===== config.mk =====
export PLATFORM = sky130hd
export DESIGN_NAME = kks_scanner
export DESIGN_NICKNAME = d
export VERILOG_FILES = /design/src/rtl/kks_pkg.sv /design/src/rtl/kks_knob_decoder.sv /design/src/rtl/kks_scanner.sv
export SDC_FILE = /design/constraint.sdc
export NUM_CORES = 1
export LEC_CHECK = 0
export BUFFER_PORTS_ARGS = -buffer_cell sky130_fd_sc_hd__buf_2
export CAP_MARGIN = 30
export CORE_ASPECT_RATIO = 1.1
export CORE_MARGIN = 1
export CORE_UTILIZATION = 40
export DETAILED_ROUTE_END_ITERATION = 8
export PLACE_DENSITY = 0.65
export SYNTH_ARGS = -nofsm -noshare
export SYNTH_HDL_FRONTEND = slang
export SYNTH_SLANG_ARGS = --single-unit
export TNS_END_PERCENT = 10

===== constraint.sdc =====
create_clock -name ref_clk -period 6.65 [get_ports ref_clk]
set_input_delay 0.665 -clock ref_clk [delete_from_list [all_inputs] [get_ports ref_clk]]
set_output_delay 0.665 -clock ref_clk [all_outputs]
set_load 0.05 [all_outputs]

===== src/rtl/kks_pkg.sv =====
// Package: constants and state type for the keypad and knob scanner
package kks_pkg;
    localparam int unsigned ROW_COUNT     = 3;
    localparam int unsigned COL_COUNT     = 3;
    localparam int unsigned SETTLE_CYCLES = 4;
    localparam int unsigned ANGLE_WIDTH   = 16;
    localparam logic [1:0]  KEY_NONE      = 2'h3;

    typedef enum logic [3:0] {
        ST_ARMED  = 4'h1,
        ST_DRIVE  = 4'h2,
        ST_PROBE  = 4'h4,
        ST_REPORT = 4'h8
    } kks_state_type;
endpackage


===== src/rtl/kks_knob_decoder.sv =====
// Module: two-phase knob decoder with signed edge count
module kks_knob_decoder #(
    parameter int unsigned ANGLE_WIDTH = kks_pkg::ANGLE_WIDTH
) (
    // Clock and reset
    input  wire logic                          ref_clk,
    input  wire logic                          rst,
    // Encoder phases
    input  wire logic                          phase_a,
    input  wire logic                          phase_b,
    // Results
    output logic                               knob_edge,
    output logic                               knob_cw_reg,
    output logic signed [ANGLE_WIDTH-1:0]      angle_reg
);
    logic a_prev_reg;
    logic b_prev_reg;

    wire  edge_a     = phase_a ^ a_prev_reg;
    wire  edge_b     = phase_b ^ b_prev_reg;
    // Gray sequence: A edge with A!=B, or B edge with A==B, means clockwise
    wire  cw_now     = edge_a ? (phase_a != phase_b) : (phase_a == phase_b);
    wire  both_edges = edge_a & edge_b;

    // A simultaneous double edge is a skipped state; direction unknown, dropped
    assign knob_edge = (edge_a | edge_b) & ~both_edges;

    always_ff @(posedge ref_clk or posedge rst) begin
        if (rst) begin
            a_prev_reg  <= 1'b0;
            b_prev_reg  <= 1'b0;
            knob_cw_reg <= 1'b0;
            angle_reg   <= '0;
        end else begin
            a_prev_reg <= phase_a;
            b_prev_reg <= phase_b;
            if (knob_edge) begin
                knob_cw_reg <= cw_now;
                angle_reg   <= cw_now ? angle_reg + ANGLE_WIDTH'(1) : angle_reg - ANGLE_WIDTH'(1);
            end
        end
    end

    chk_angle_step: assert property (@(posedge ref_clk) disable iff (rst)
        knob_edge |=> (angle_reg - $past(angle_reg)) == (knob_cw_reg ? 1 : -1))
        else $error("angle did not step by one");
    chk_cw_direction: assert property (@(posedge ref_clk) disable iff (rst)
        (knob_edge && edge_a && phase_a != phase_b) |=> knob_cw_reg)
        else $error("clockwise edge not recognised");
    chk_angle_hold: assert property (@(posedge ref_clk) disable iff (rst)
        !knob_edge |=> $stable(angle_reg))
        else $error("angle moved without an edge");
    cov_knob_cw: cover property (@(posedge ref_clk) disable iff (rst) knob_edge && cw_now);
    cov_knob_ccw: cover property (@(posedge ref_clk) disable iff (rst) knob_edge && !cw_now);
endmodule // kks_knob_decoder


===== src/rtl/kks_scanner.sv =====
// Module: interrupt-driven 3x3 keypad scanner with knob front end
module kks_scanner #(
    parameter int unsigned ROW_COUNT     = kks_pkg::ROW_COUNT,
    parameter int unsigned COL_COUNT     = kks_pkg::COL_COUNT,
    parameter int unsigned SETTLE_CYCLES = kks_pkg::SETTLE_CYCLES,
    parameter int unsigned ANGLE_WIDTH   = kks_pkg::ANGLE_WIDTH
) (
    // Clock and reset
    input  wire logic                          ref_clk,
    input  wire logic                          rst,
    // Row lines, two-way: pulled low, key pulls row to driven column
    input  wire logic [ROW_COUNT-1:0]          row_in,
    output logic      [ROW_COUNT-1:0]          row_out,
    output logic      [ROW_COUNT-1:0]          row_oe,
    // Column lines, two-way
    input  wire logic [COL_COUNT-1:0]          col_in,
    output logic      [COL_COUNT-1:0]          col_out,
    output logic      [COL_COUNT-1:0]          col_oe,
    // Encoder phases
    input  wire logic                          phase_a,
    input  wire logic                          phase_b,
    // Interrupt and results
    output logic                               keypad_edge_interrupt,
    output logic                               key_valid,
    output logic      [1:0]                    key_row_reg,
    output logic      [1:0]                    key_col_reg,
    output logic                               knob_cw_reg,
    output logic signed [ANGLE_WIDTH-1:0]      angle_reg
);
    kks_pkg::kks_state_type state_reg;
    kks_pkg::kks_state_type state_next;
    logic [ROW_COUNT-1:0] row_prev_reg;
    logic [1:0]           row_sel_reg;
    logic [1:0]           col_idx_reg;
    logic [3:0]           settle_reg;
    logic                 key_valid_reg;
    logic                 knob_edge;

    // In idle all columns drive high so any press lifts its row
    wire                  armed     = (state_reg == kks_pkg::ST_ARMED);
    wire [ROW_COUNT-1:0]  row_rise  = row_in & ~row_prev_reg;
    wire                  row_event = armed & (|row_rise);
    wire                  settled   = (settle_reg == 4'(SETTLE_CYCLES - 1));
    wire                  last_col  = (col_idx_reg == 2'(COL_COUNT - 1));
    // Sense the high column while the found row drives
    wire                  col_hit   = col_in[col_idx_reg];

    // Lowest rising row wins when several rise together
    logic [1:0] first_row;
    always_comb begin
        first_row = 2'h0;
        for (int i = ROW_COUNT - 1; i >= 0; i--) begin
            if (row_rise[i]) begin
                first_row = 2'(i);
            end
        end
    end

    // Rows listen while armed; the found row is output high afterwards
    genvar g;
    generate
        for (g = 0; g < ROW_COUNT; g++) begin : g_row
            assign row_oe[g]  = !armed && (row_sel_reg == 2'(g));
            assign row_out[g] = 1'b1;
        end
        for (g = 0; g < COL_COUNT; g++) begin : g_col
            assign col_oe[g]  = armed;
            assign col_out[g] = 1'b1;
        end
    endgenerate

    assign keypad_edge_interrupt = row_event | knob_edge;
    assign key_valid             = key_valid_reg;

    kks_knob_decoder #(
        .ANGLE_WIDTH (ANGLE_WIDTH)
    ) u_knob (
        .ref_clk     (ref_clk),
        .rst         (rst),
        .phase_a     (phase_a),
        .phase_b     (phase_b),
        .knob_edge   (knob_edge),
        .knob_cw_reg (knob_cw_reg),
        .angle_reg   (angle_reg)
    );

    always_comb begin
        state_next = state_reg;
        unique case (state_reg)
            kks_pkg::ST_ARMED: begin
                if (row_event) begin
                    state_next = kks_pkg::ST_DRIVE;
                end
            end
            kks_pkg::ST_DRIVE: begin
                if (settled) begin
                    state_next = kks_pkg::ST_PROBE;
                end
            end
            kks_pkg::ST_PROBE: begin
                // Column sensed, or last column probed with none found: go to ST_REPORT, then re-arm
                if (col_hit || last_col) begin
                    state_next = kks_pkg::ST_REPORT;
                end
            end
            kks_pkg::ST_REPORT: begin
                state_next = kks_pkg::ST_ARMED;
            end
            default: begin
                state_next = kks_pkg::ST_ARMED;
            end
        endcase
    end

    always_ff @(posedge ref_clk or posedge rst) begin
        if (rst) begin
            state_reg     <= kks_pkg::ST_ARMED;
            row_prev_reg  <= '0;
            row_sel_reg   <= kks_pkg::KEY_NONE;
            col_idx_reg   <= 2'h0;
            settle_reg    <= 4'h0;
            key_valid_reg <= 1'b0;
            key_row_reg   <= kks_pkg::KEY_NONE;
            key_col_reg   <= kks_pkg::KEY_NONE;
        end else begin
            state_reg     <= state_next;
            row_prev_reg  <= armed ? row_in : '1;
            key_valid_reg <= 1'b0;
            if (row_event) begin
                row_sel_reg <= first_row;
                settle_reg  <= 4'h0;
                col_idx_reg <= 2'h0;
            end
            if (state_reg == kks_pkg::ST_DRIVE) begin
                settle_reg <= settle_reg + 4'h1;
            end
            if (state_reg == kks_pkg::ST_PROBE && !col_hit && !last_col) begin
                col_idx_reg <= col_idx_reg + 2'h1;
            end
            if (state_reg == kks_pkg::ST_PROBE && col_hit) begin
                key_row_reg   <= row_sel_reg;
                key_col_reg   <= col_idx_reg;
                key_valid_reg <= 1'b1;
            end
            if (state_reg == kks_pkg::ST_REPORT) begin
                row_sel_reg <= kks_pkg::KEY_NONE;
            end
        end
    end

    chk_single_row_drive: assert property (@(posedge ref_clk) disable iff (rst)
        $onehot0(row_oe))
        else $error("more than one row driven");
    chk_row_after_irq: assert property (@(posedge ref_clk) disable iff (rst)
        row_event |=> row_oe[row_sel_reg] && row_oe == (3'h1 << $past(first_row)))
        else $error("interrupting row not driven");
    chk_irq_rearm: assert property (@(posedge ref_clk) disable iff (rst)
        key_valid |=> armed)
        else $error("interrupt not re-armed after report");
    chk_scan_bound: assert property (@(posedge ref_clk) disable iff (rst)
        row_event |-> ##[1:12] armed)
        else $error("scan did not finish");
    chk_key_is_hit: assert property (@(posedge ref_clk) disable iff (rst)
        key_valid |-> key_col_reg == $past(col_idx_reg) && $past(col_hit))
        else $error("reported column not sensed");
    // Scan phase decodes used only by the checks below
    wire                  probing   = (state_reg == kks_pkg::ST_PROBE);
    wire                  reporting = (state_reg == kks_pkg::ST_REPORT);

    chk_press_irq: assert property (@(posedge ref_clk) disable iff (rst)
        (armed && $past(armed) && |(row_in & ~$past(row_in))) |-> keypad_edge_interrupt)
        else $error("press raised no interrupt");
    chk_no_irq_busy: assert property (@(posedge ref_clk) disable iff (rst)
        (!armed && !knob_edge) |-> !keypad_edge_interrupt)
        else $error("interrupt raised while scanning");
    chk_one_row_scan: assert property (@(posedge ref_clk) disable iff (rst)
        !armed |-> col_oe == '0 && $onehot(row_oe))
        else $error("scan lines not in scan shape");
    chk_probe_walk: assert property (@(posedge ref_clk) disable iff (rst)
        (probing && !col_hit && !last_col) |=> col_idx_reg == $past(col_idx_reg) + 2'h1)
        else $error("column probe did not advance by one");
    // Delay is the default settle count plus the cycle into ST_DRIVE
    chk_drive_settle: assert property (@(posedge ref_clk) disable iff (rst)
        row_event |-> ##5 (probing && col_idx_reg == 2'h0))
        else $error("probe did not start after settle");
    chk_key_hold: assert property (@(posedge ref_clk) disable iff (rst)
        !key_valid |-> $stable(key_row_reg) && $stable(key_col_reg))
        else $error("key position moved without a report");
    chk_report_row: assert property (@(posedge ref_clk) disable iff (rst)
        key_valid |-> key_row_reg == $past(row_sel_reg))
        else $error("reported row not the driven row");
    chk_held_no_refind: assert property (@(posedge ref_clk) disable iff (rst)
        (armed && $past(reporting)) |-> !row_event)
        else $error("held key found again after re-arm");
    chk_miss_rearm: assert property (@(posedge ref_clk) disable iff (rst)
        (probing && last_col && !col_hit) |=> reporting && !key_valid)
        else $error("missed key not abandoned");
    chk_hit_reports: assert property (@(posedge ref_clk) disable iff (rst)
        (probing && col_hit) |=> key_valid && key_col_reg == $past(col_idx_reg))
        else $error("sensed column not reported");
    chk_col_index: assert property (@(posedge ref_clk) disable iff (rst)
        probing |-> col_idx_reg <= 2'(COL_COUNT - 1))
        else $error("probe column out of range");
    cov_key_held: cover property (@(posedge ref_clk) disable iff (rst)
        armed && $past(reporting) && |row_in);
    cov_key_found: cover property (@(posedge ref_clk) disable iff (rst) key_valid);
    cov_key_lost: cover property (@(posedge ref_clk) disable iff (rst)
        state_reg == kks_pkg::ST_PROBE && last_col && !col_hit);
endmodule // kks_scanner


== Yosys cells after proc, flatten, opt, wreduce, memory -nomap -nowiden ==
Cells that the tools add are included.
Widths: inputs -> output; s select.

* Bits of input ports: 10
* Word-level logic and storage cells: 75
* Output and inout port bits: 35
* Flip-flop bits (word level): 39

* Muxes and demuxes: 19
* Reductions and logical operators: 16
* Magnitude comparators: 1
* $add $sub $neg: 4
* Bitwise gates (word level): 10
* Equal/unequal tests: 13

{| class="wikitable"
|+ Operator list
! operator !! count
|-
| $mux 4 || 5
|-
| $add 16x2->16 const B || 1
|-
| $mux 16 || 1
|-
| $sub 16x2->16 const B || 1
|-
| $mux 2 || 7
|-
| $pmux 4 s3 || 1
|-
| $eq 4x2->1 const B || 2
|-
| $logic_and 1x1->1 || 6
|-
| $reduce_bool 2->1 || 3
|-
| $add 4x1->4 const B || 1
|-
| $eq 2x2->1 const B || 2
|-
| $eq 4x1->1 const B || 1
|-
| $eq 4x3->1 const B || 1
|-
| $eq 4x4->1 const B || 1
|-
| $ne 2x1->1 const B || 2
|-
| $and 1x1->1 || 3
|-
| $and 3x3->3 || 1
|-
| $logic_not 1->1 || 3
|-
| $lt 2x3->1 const B || 1
|-
| $mux 1 || 3
|-
| $mux 3 || 1
|-
| $not 3->3 || 1
|-
| $reduce_and 3->1 || 1
|-
| $reduce_or 3->1 || 1
|-
| 11 further kinds || 13
|}

== Logic depth before layout (Yosys ltp) ==
Gate-level depths: netlist (run 1).

* Depth after elaboration: 7
* Depth in mapped cells: 10
* Gate-level depth less buffers: 8

== Cells and area by module ==
From an unflattened synthesis (run 1), not the netlist that was laid out.

* Cells, all modules: 222
* Area, all modules: 2232.1 um2

{| class="wikitable"
|+ By module, submodules not included
! module !! cells each !! instances !! sequential area each (um2) !! area each (um2)
|-
| kks_knob_decoder || 131 || 1 || 475.5 || 1214.9
|-
| kks_scanner || 91 || 1 || 509.2 || 1017.2
|}

== Worst setup path after synthesis (run 1) ==
Ideal clock, no wire load.

* Path type: input -> register
* From: in phase_b
* To: reg u_knob.angle_reg[8]
* Path slack: 3614 ps
* Buffers on the path: 2
* Required time: 6571 ps
* Data arrival time: 2957 ps
* Stages: 9
* Setup time: 79 ps
* Cell sequence: xnor2_1 clkbuf_2 buf_1 xnor2_1 ha_1 or4_4 or4_4 a21oi_2 xor2_1

* Word-level cells in the longest chain between the ends: 4
* Elaborated cells between the ends (all ways): 9
* Those cells by class: eq/ne: 2; mux: 2; bitwise: 5

{| class="wikitable"
|+ Ends and longest elaborated chain
! element !! RTL line !! source
|-
| start: declaration || kks_scanner.sv:21 || <nowiki>input wire logic phase_b,</nowiki>
|-
| $xor 1x1->1 || kks_knob_decoder.sv:20 || <nowiki>wire edge_b = phase_b ^ b_prev_reg;</nowiki>
|-
| $and 1x1->1 || kks_knob_decoder.sv:23 || <nowiki>wire both_edges = edge_a & edge_b;</nowiki>
|-
| $not 1->1 || kks_knob_decoder.sv:26 || <nowiki>assign knob_edge = (edge_a | edge_b) & ~both_edges;</nowiki>
|-
| $and 1x1->1 || kks_knob_decoder.sv:26 ||
|-
| end signal: assignment || kks_knob_decoder.sv:39 || <nowiki>angle_reg <= cw_now ? angle_reg + ANGLE_WIDTH'(1) : angle_reg - ANGLE_WIDTH'(1);</nowiki>
|-
| end: declaration || kks_knob_decoder.sv:14 || <nowiki>output logic signed [ANGLE_WIDTH-1:0] angle_reg</nowiki>
|}

Several ways; a longest one is shown, not always the timed one.
A chain may end at the register's enable or synchronous reset.

== Final worst setup path (run 1) ==
* From: reg state_reg[0]
* To: out keypad_edge_interrupt

* Word-level cells in the longest chain between the ends: 3

{| class="wikitable"
|+ Ends and longest elaborated chain
! element !! RTL line !! source
|-
| start: declaration || kks_scanner.sv:30 || <nowiki>kks_pkg::kks_state_type state_reg;</nowiki>
|-
| start signal: assignment || kks_scanner.sv:117 || <nowiki>state_reg <= kks_pkg::ST_ARMED;</nowiki>
|-
| start signal: assignment || kks_scanner.sv:126 || <nowiki>state_reg <= state_next;</nowiki>
|-
| $eq 4x1->1 || kks_scanner.sv:40 || <nowiki>wire armed = (state_reg == kks_pkg::ST_ARMED);</nowiki>
|-
| $and 1x1->1 || kks_scanner.sv:42 || <nowiki>wire row_event = armed & (|row_rise);</nowiki>
|-
| $or 1x1->1 || kks_scanner.sv:72 || <nowiki>assign keypad_edge_interrupt = row_event | knob_edge;</nowiki>
|-
| end: declaration || kks_scanner.sv:23 || <nowiki>output logic keypad_edge_interrupt,</nowiki>
|}

No other way between the ends.

==> metrics.md, run 1 <==
| Metric | Value |
|---|---|
| Critical Path RT | `5.98 ns` |
| Internal power | `0.000606 W` |
| RSZ-0062 raised after global routing | `no` |
| Overall Global Routing Usage | `17.8%` |
| CTS clk-pin slew, worst paths | `0.08 ns` |
| Yosys warns | `0` |
| Vias in the first global route | `1,700` |
| Routed wire length | `about 4600 um` |
| Max Freq | `339 MHz` |
| # setup viols final | `0` |
| Clock share of power | `around 17%` |
| Worst setup EP type | `output pin` |
| Sequential power share | `36.3%` |
| Switching Share | `approximately half` |
| Antenna violations before repair | `0` |
| Grt ovf | `0` |
| Diode count | `0` |
| Largest family of logic cells by synthesized area | `simple AND/OR/NAND/NOR gates` |
| Post-CTS Setup Inserts | `0` |
| H-tree Lvls | `2` |
| Leakage power | `~1.2 nW` |
| Psw | `0.000634 W` |
| Fin Clk Skew | `0.00608 ns` |
| Worst-margin pin slew | `approximately 1 ns` |
| Crit path DAT | `about 2.3 ns` |
| Core Region | `0.00540 mm2` |
| Core Rows | `28` |
| Worst-path maximum fanout | `13` |
| Final Critical Period | `2.95 ns` |
| Post-synthesis sequential area ratio | `43.6%` |
| Chip Width | `73.6 um` |
| Fin Setup TNS | `0 ns` |
| Most frequent cells in the layout | `buf_2 (38), dfrtp_1 (32), nor2_1 (18)` |
| Synth Area in XOR/XNOR | `7.76%` |
| Die area | `roughly 0.006 mm2` |
| Adder-Cell Fraction of Synth Area | `1.66%` |
| Max-slew violations | `0` |
| CTS tree | `done` |
| Max cap viols | `0` |
| Comb pwr share | `between 40% and 50%` |
| Synthesized area per cell | `between 9 and 10 um2` |
| # DRC | `0` |
| Drt pass-1 iters | `4` |
| Slew HR | `34.3%` |
| Place WS | `3.73 ns` |
| DR vias | `1,825` |
| Simple-gate share of the synthesized area | `24.2%` |
| Global placer's final weighted congestion | `0.854` |
| Iter 0 DRT Violations | `roughly 110` |
| Post-synthesis mux area share | `approximately 6.4%` |
| First-pass GRT wire length | `approximately 8100 um` |
| Root Driver | `clkbuf_8` |
| Area of the mapped netlist | `0.00226 mm2` |
| Maximum vdd drop | `0.245 mV` |
| Part of the cycle the worst path needs | `44.4%` |
| Crit Path Category | `register to output pin` |
| Final std cells w/o fill | `344` |
| Hold Fails Final Rpt | `0` |
| Die height | `80.8 um` |
| Crit start category | `register` |
| Async SR Flop Fraction | `100%` |
| TritonCTS sink count | `39` |
| EDFF count, synth | `0` |
| Synth unique cells | `47` |
| Complex-gate fraction of the synthesized area | `9.53%` |
| Antenna-violating nets left | `0` |
| Pwr dens | `481 mW/mm2` |
| IO Pins | `45` |
| CTS resizes | `0` |
| Final Cell Area | `0.00258 mm2` |
| Placed cell count | `336` |
| Final worst setup slack | `3.70 ns` |
| Final core utilization | `47.8%` |
| Worst Hold Class | `input port to asynchronous set/reset pin` |
| Routed len/inst | `13.4 um` |
| DPL Wire Length | `between 3000 and 4000 um` |
| Synth Instances | `237` |
| Main synth FF type | `dfrtp_1` |
| Post-CTS Hold Fix Bufs | `0` |
| I/O Buffers | `38` |
| Largest net degree at the start of global routing | `40` |
| Dpl cell area | `0.00246 mm2` |
| Status | `completed` |
| Share of layout cells above drive strength 1 | `between 20% and 30%` |
| Area Overhead vs Synth | `14.3%` |
| Fin nets | `281` |
| Largest register FFs | `16` |
| Synth Register Bits | `39` |
| CTS buffer count | `5` |
| Max Buffers Root-to-Sink | `2` |
| Most common cell after layout, fill and taps aside | `buf_2` |
| Clock latency on the worst-skew pair | `about 0.29 ns` |
| Starting Density | `41.8%` |
| Routed vias/inst | `5.31` |
-- metrics by stage --
step,total power (W),hold WS [ns]
6_report,0.00124,0.466
2_1_floorplan,0.000926,0.463
5_1_grt,0.00133,0.489
4_1_cts,0.00125,0.479
3_5_place_dp,0.00104,0.458
3_3_place_gp,0.00103,0.459
-- power groups by stage --
stage	Clock, W	Combinational, W	Sequential, W
2_1_floorplan	0	0.000376	0.000550
3_3_place_gp	0	0.000583	0.000451
3_5_place_dp	0	0.000588	0.000453
4_1_cts	0.000209	0.000590	0.000449
5_1_grt	0.000222	0.000632	0.000471
6_report	0.000205	0.000586	0.000450
-- cells by family (layout without fill, tap and decap cells) --
group | Yosys count | in the layout
AND/OR/NAND/NOR | 97 | 97
XOR/XNOR | 20 | 20
adder cells (fa/ha/maj) | 3 | 3
AO/OA/AOI/OAI | 35 | 35
buffers and inverters | 28 | 55
other | 1 | 6
flip-flops | 39 | 39
multiplexers | 14 | 14
-- final timing paths --
path                                                       start                               end  slack (ns)  depth (start not counted)
max in group asynchronous                                    rst        key_row_reg[0]$_DFFE_PP1P_        5.82                          3
worst min register to register  u_knob.angle_reg[15]$_DFFE_PP0P_  u_knob.angle_reg[15]$_DFFE_PP0P_        0.47                          1
min in group ref_clk            u_knob.angle_reg[15]$_DFFE_PP0P_  u_knob.angle_reg[15]$_DFFE_PP0P_        0.47                          1
worst max-delay path                    state_reg[0]$_DFFE_PP1P_             keypad_edge_interrupt        3.70                          4
worst min-delay path                                         rst         row_prev_reg[0]$_DFF_PP0_        0.47                          3
worst max register to register       u_knob.a_prev_reg$_DFF_PP0_   u_knob.angle_reg[8]$_DFFE_PP0P_        4.17                          8
-- worst max-delay path, cell delays in order (launching register included) --
cell and delay, ns:
dfstp_2 0.55, nor4b_2 0.79, o31ai_1 0.25, nand2_1 0.12, buf_2 0.27
-- final cells by class --
cell class	instances	area, um2
Clock buffer	6	82.6
Clock inverter	2	35.0
Fill cell	566	2820
Inverter	6	22.5
Multi-Input combinational cell	175	1150
Sequential cell	39	985
Tap cell	75	93.8
Timing Repair Buffer	41	213
-- layer usage --
| layer | share of wire [%] | global-route usage [%] |
|---|---|---|
| met2 | 48 | 29.9 |
| met5 | 0 | 0 |
| met3 | 5.5 | 4.34 |
| met4 | 1.7 | 7.50 |
| met1 | 45 | 21.8 |
-- synth_stat cells, types with 3 or more instances --
master | n | share of area [%]
inv_1 | 6 | 1.0
buf_4 | 9 | 3.0
nand3b_1 | 4 | 1.3
mux2_2 | 4 | 2.0
nand4_1 | 7 | 1.9
dfrtp_1 | 32 | 35
nor3b_1 | 4 | 1.3
nor2_1 | 18 | 3.0
xnor2_1 | 13 | 5.0
dfstp_2 | 7 | 8.1
or3_1 | 4 | 1.1
mux2i_1 | 10 | 4.4
clkbuf_1 | 9 | 1.5
nor2b_1 | 3 | 0.83
nand3_1 | 10 | 2.2
a21oi_1 | 9 | 2.0
nor3_1 | 10 | 2.2
xor2_1 | 7 | 2.7
or4_1 | 4 | 1.3
nor4_1 | 5 | 1.4
o21ai_0 | 11 | 2.4
nand2b_1 | 7 | 1.9
ha_1 | 3 | 1.7
nand2_1 | 12 | 2.0
Power figures use the tool's default switching activity.
==> run 2: changes to the inputs <==
--- a/config.mk
+++ b/config.mk
@@ -5,13 +5,14 @@
 export SDC_FILE = /design/constraint.sdc
 export NUM_CORES = 1
 export LEC_CHECK = 0
+export ABC_AREA = 1
 export BUFFER_PORTS_ARGS = -buffer_cell sky130_fd_sc_hd__buf_2
 export CAP_MARGIN = 30
 export CORE_ASPECT_RATIO = 1.1
 export CORE_MARGIN = 1
 export CORE_UTILIZATION = 40
 export DETAILED_ROUTE_END_ITERATION = 8
-export PLACE_DENSITY = 0.65
+export PLACE_DENSITY = 0.66
 export SYNTH_ARGS = -nofsm -noshare
 export SYNTH_HDL_FRONTEND = slang
 export SYNTH_SLANG_ARGS = --single-unit
==> constraint.sdc (replaced) <==
create_clock -name ref_clk -period 2.6 [get_ports ref_clk]
set_input_delay 0.26 -clock ref_clk [delete_from_list [all_inputs] [get_ports ref_clk]]
set_output_delay 0.26 -clock ref_clk [all_outputs]
set_load 0.05 [all_outputs]
==> run 2 against run 1 <==
Net effect: first-iteration DRC count grew 17%; global-route usage grew 1.2 points; power grew to 3.2 times the previous value; final cell count grew 47%; routed wire length grew 31%; combinational power grew to 4.2 times the previous value; setup slack lost 3.3 ns; count of clock-buffer cells in the layout shrank 1.
==> metrics.md, run 2 <==
| Metric | Value |
|---|---|
| Tot Pwr | `0.00403 W (+220%)` |
| # setup viols final | `0 (unchanged)` |
| DR vias | `2,469 (+35%)` |
| Crit path DAT | `1.97 ns (-0.32 ns)` |
| DPL Wire Length | `4480 um (+36%)` |
| Vias in the first global route | `2,320 (+36%)` |
| Post-synth top area share | `30.1% (-5.4 points)` |
| Simple-gate share of the synthesized area | `36.0% (+12 points)` |
| Routed wire length | `6040 um (+31%)` |
| Overall Global Routing Usage | `19.0% (+1.2 points)` |
| Die area | `0.00698 mm2 (+17%)` |
| Psw | `0.00231 W (+260%)` |
| Clock latency on the worst-skew pair | `0.30 ns (about the same)` |
| Worst Hold Class | `input port to asynchronous set/reset pin` |
| R2r worst-path depth | `17 (+9)` |
| Fin Clk Skew | `0.0144 ns (+0.00827 ns)` |
| Clock share of power | `10.6% (-5.9 points)` |
| Area of the mapped netlist | `0.00266 mm2 (+18%)` |
| Top post-synthesis cells by area | `dfrtp_1 (30%), nand2_1 (17%), inv_1 (7.3%), dfstp_2 (6.9%), nand3_1 (5.8%)` |
| Iter 0 DRT Violations | `125 (+17%)` |
| CTS buffer count | `5 (unchanged)` |
| Most frequent cells in the layout | `nand2_1 (123), inv_1 (52), buf_2 (38)` |
| First-pass GRT wire length | `10,300 um (+28%)` |
| Post-synthesis sequential area ratio | `37.0% (-6.6 points)` |
| Antenna-violating nets left | `0 (unchanged)` |
| Sequential power share | `28.1% (-8.2 points)` |
| Area Overhead vs Synth | `12.4%` |
| Fin nets | `437 (+56%)` |
| Antenna violations before repair | `0 (unchanged)` |
| Drt pass-1 iters | `4 (unchanged)` |
| Internal power | `0.00172 W (+180%)` |
| Most common cell after layout, fill and taps aside | `nand2_1` |
| Chip Width | `79.8 um (+8.3%)` |
| Synth unique cells | `34 (-28%)` |
| Largest net degree at the start of global routing | `40 (unchanged)` |
| Synthesized area per cell | `6.95 um2 (-27%)` |
| Fin Setup TNS | `0 ns (unchanged)` |
| Global placer's final weighted congestion | `0.870 (+1.9%)` |
| Starting Density | `42.2% (+0.37 points)` |
| Adder-Cell Fraction of Synth Area | `1.41% (-0.25 points)` |
| Max Buffers Root-to-Sink | `2 (unchanged)` |
| Pwr dens | `1350 mW/mm2 (+180%)` |
| Worst setup EP type | `output pin` |
| # DRC | `0 (unchanged)` |
| Area leader, netlist | `dfrtp_1` |
| Core Rows | `30 (+7.1%)` |
| Post-CTS Hold Fix Bufs | `0 (unchanged)` |
| Max Freq | `449 MHz` |
| CTS resizes | `0 (unchanged)` |
| Maximum vdd drop | `0.782 mV (+220%)` |
| Max cap viols | `0 (unchanged)` |
| Complex-gate fraction of the synthesized area | `10.6% (+1.1 points)` |
| Switching Share | `57.3% (+6.2 points)` |
| Async SR Flop Fraction | `100% (unchanged)` |
| Largest family of logic cells by synthesized area | `simple AND/OR/NAND/NOR gates` |
| RSZ-0062 raised after global routing | `no` |
| Share of layout cells above drive strength 1 | `21.6% (-2.5 points)` |
| Grt ovf | `0 (unchanged)` |
| Routed len/inst | `12.0 um (-11%)` |
| TritonCTS sink count | `39 (unchanged)` |
| CTS tree | `done` |
| Hold Fails Final Rpt | `0 (unchanged)` |
| Leakage power | `1.62 nW (+41%)` |
| Main synth FF type | `dfrtp_1` |
| CTS clk-pin slew, worst paths | `0.09 ns (about the same)` |
| Core Region | `0.00631 mm2 (+17%)` |
| Synth Instances | `383 (+62%)` |
| Final Critical Period | `2.23 ns` |
| Count leader, synth | `nand2_1` |
| Crit start category | `register` |
| Synth cell count leaders | `nand2_1 (123), inv_1 (52), dfrtp_1 (32)` |
| Synth Area in XOR/XNOR | `2.63% (-5.1 points)` |
| EDFF count, synth | `0 (unchanged)` |
| Comb pwr share | `61.3% (+14 points)` |
| # fillers | `648 (+14%)` |
| Yosys warns | `0 (unchanged)` |
| Status | `completed` |
| I/O Buffers | `38 (unchanged)` |
| Crit Path Category | `register to output pin` |
| Critical Path RT | `2.34 ns (-3.64 ns)` |
| Root Driver | `clkbuf_8` |
| Worst-margin pin slew | `0.649 ns (-0.335 ns)` |
| Synth Register Bits | `39 (unchanged)` |
| Die height | `87.6 um (+8.4%)` |
| IO Pins | `45 (unchanged)` |
| Routed vias/inst | `4.89 (-7.8%)` |
| H-tree Lvls | `2 (unchanged)` |
| Largest register FFs | `16 (unchanged)` |
| Max-slew violations | `0 (unchanged)` |
| Diode count | `0 (unchanged)` |
| Sequential cell area | `985 um2 (unchanged)` |
| Worst-path maximum fanout | `7 (-6)` |
| Area of the multi-input gates | `0.00137 mm2 (+19%)` |
| Part of the cycle the worst path needs | `a little under nine tenths` |
| Post-synthesis mux area share | `0% (-6.4 points)` |
| Post-CTS Setup Inserts | `0 (unchanged)` |
| Slew HR | `56.2% (+22 points)` |
==> run 2: changes by cell type after synthesis, moves of 6 or more <==
| cell | change |
|---|---|
| nand4_1 | -6 |
| nor3_1 | -6 |
| clkbuf_1 | -7 |
| xnor2_1 | -11 |
| nor2_1 | +12 |
| mux2i_1 | -10 |
| nand2_1 | +111 |
| nand2_2 | +19 |
| nand3_1 | +21 |
| o21ai_0 | +7 |
| nand2b_1 | -7 |
| inv_1 | +46 |
==> run 2: worst max-delay path, stage by stage (launching register included) <==
cell     delay [ns]
dfstp_2        0.56
nor2_1         0.05
nand3_1        0.14
nor2_1         0.06
nand2_1        0.15
and3_1         0.19
nand2_1        0.15
nand2_1        0.11
buf_2          0.26
==> run 2: power by group through the flow <==
| stage | Combinational (W) | Sequential, W | Clock, W |
|---|---|---|---|
| after floorplan | 0.00146 | 0.00166 | 0 |
| after global placement | 0.00245 | 0.00114 | 0 |
| after detailed placement | 0.00248 | 0.00114 | 0 |
| after CTS | 0.00249 | 0.00113 | 0.000443 |
| after global routing | 0.00272 | 0.00117 | 0.000466 |
| final | 0.00247 | 0.00113 | 0.000427 |
==> run 2: kinds of logic (layout without fill, tap and decap cells) <==
logic type	Yosys count	count (layout)
adders and majority gates	3	3
DFF	39	39
buffers and inverters	70	107
and+or+nand+nor	219	219
AOI/OAI and AO/OA	43	43
other	1	6
xor gates and xnor gates	8	8
==> run 2: cell type report <==
| cell class | instances | area share, % |
|---|---|---|
| tap | 80 | 3.35 |
| multi-input combinational | 279 | 45.9 |
| timing repair buffer | 45 | 8.12 |
| inverter | 54 | 6.78 |
| clock buffer | 5 | 2.30 |
| sequential | 39 | 32.9 |
| clock inverter | 3 | 0.669 |
==> run 2: metrics by stage <==
step | worst slack (ns) | hold WS, ns | area [um2] | utilization, % | cells
after floorplan | 0.578 | 0.291 | 2680 | - | 388
after global placement | 0.496 | 0.420 | 2900 | 46.0 | 497
after detailed placement | 0.452 | 0.424 | 2900 | 46.0 | 497
after CTS | 0.331 | 0.0946 | 2990 | 47.4 | 505
after global routing | 0.156 | 0.133 | 2990 | 47.4 | 505
final | 0.373 | 0.0755 | 2990 | 47.4 | 505
==> run 2: final timing paths <==
kind                                              from                          endpoint  slack, ns
min in group ref_clk                           phase_b       u_knob.b_prev_reg$_DFF_PP0_       0.13
min reg2reg                 key_row_reg[0]$_DFFE_PP1P_        key_row_reg[0]$_DFFE_PP1P_       0.50
max in group asynchronous                          rst        row_sel_reg[0]$_DFFE_PP1P_       2.16
max                           state_reg[0]$_DFFE_PP1P_             keypad_edge_interrupt       0.37
min                                                rst  u_knob.angle_reg[10]$_DFFE_PP0P_       0.08
max reg2reg                u_knob.a_prev_reg$_DFF_PP0_  u_knob.angle_reg[10]$_DFFE_PP0P_       0.46
==> run 2: layer usage <==
layer  up-vias  global-route usage [%]  wire, um
met2        54                    33.1      2950
met4         0                    6.17        89
met5         -                       0         0
met3         6                    3.44       219
met1      1133                    23.8      2780
li1       1276                       -         -
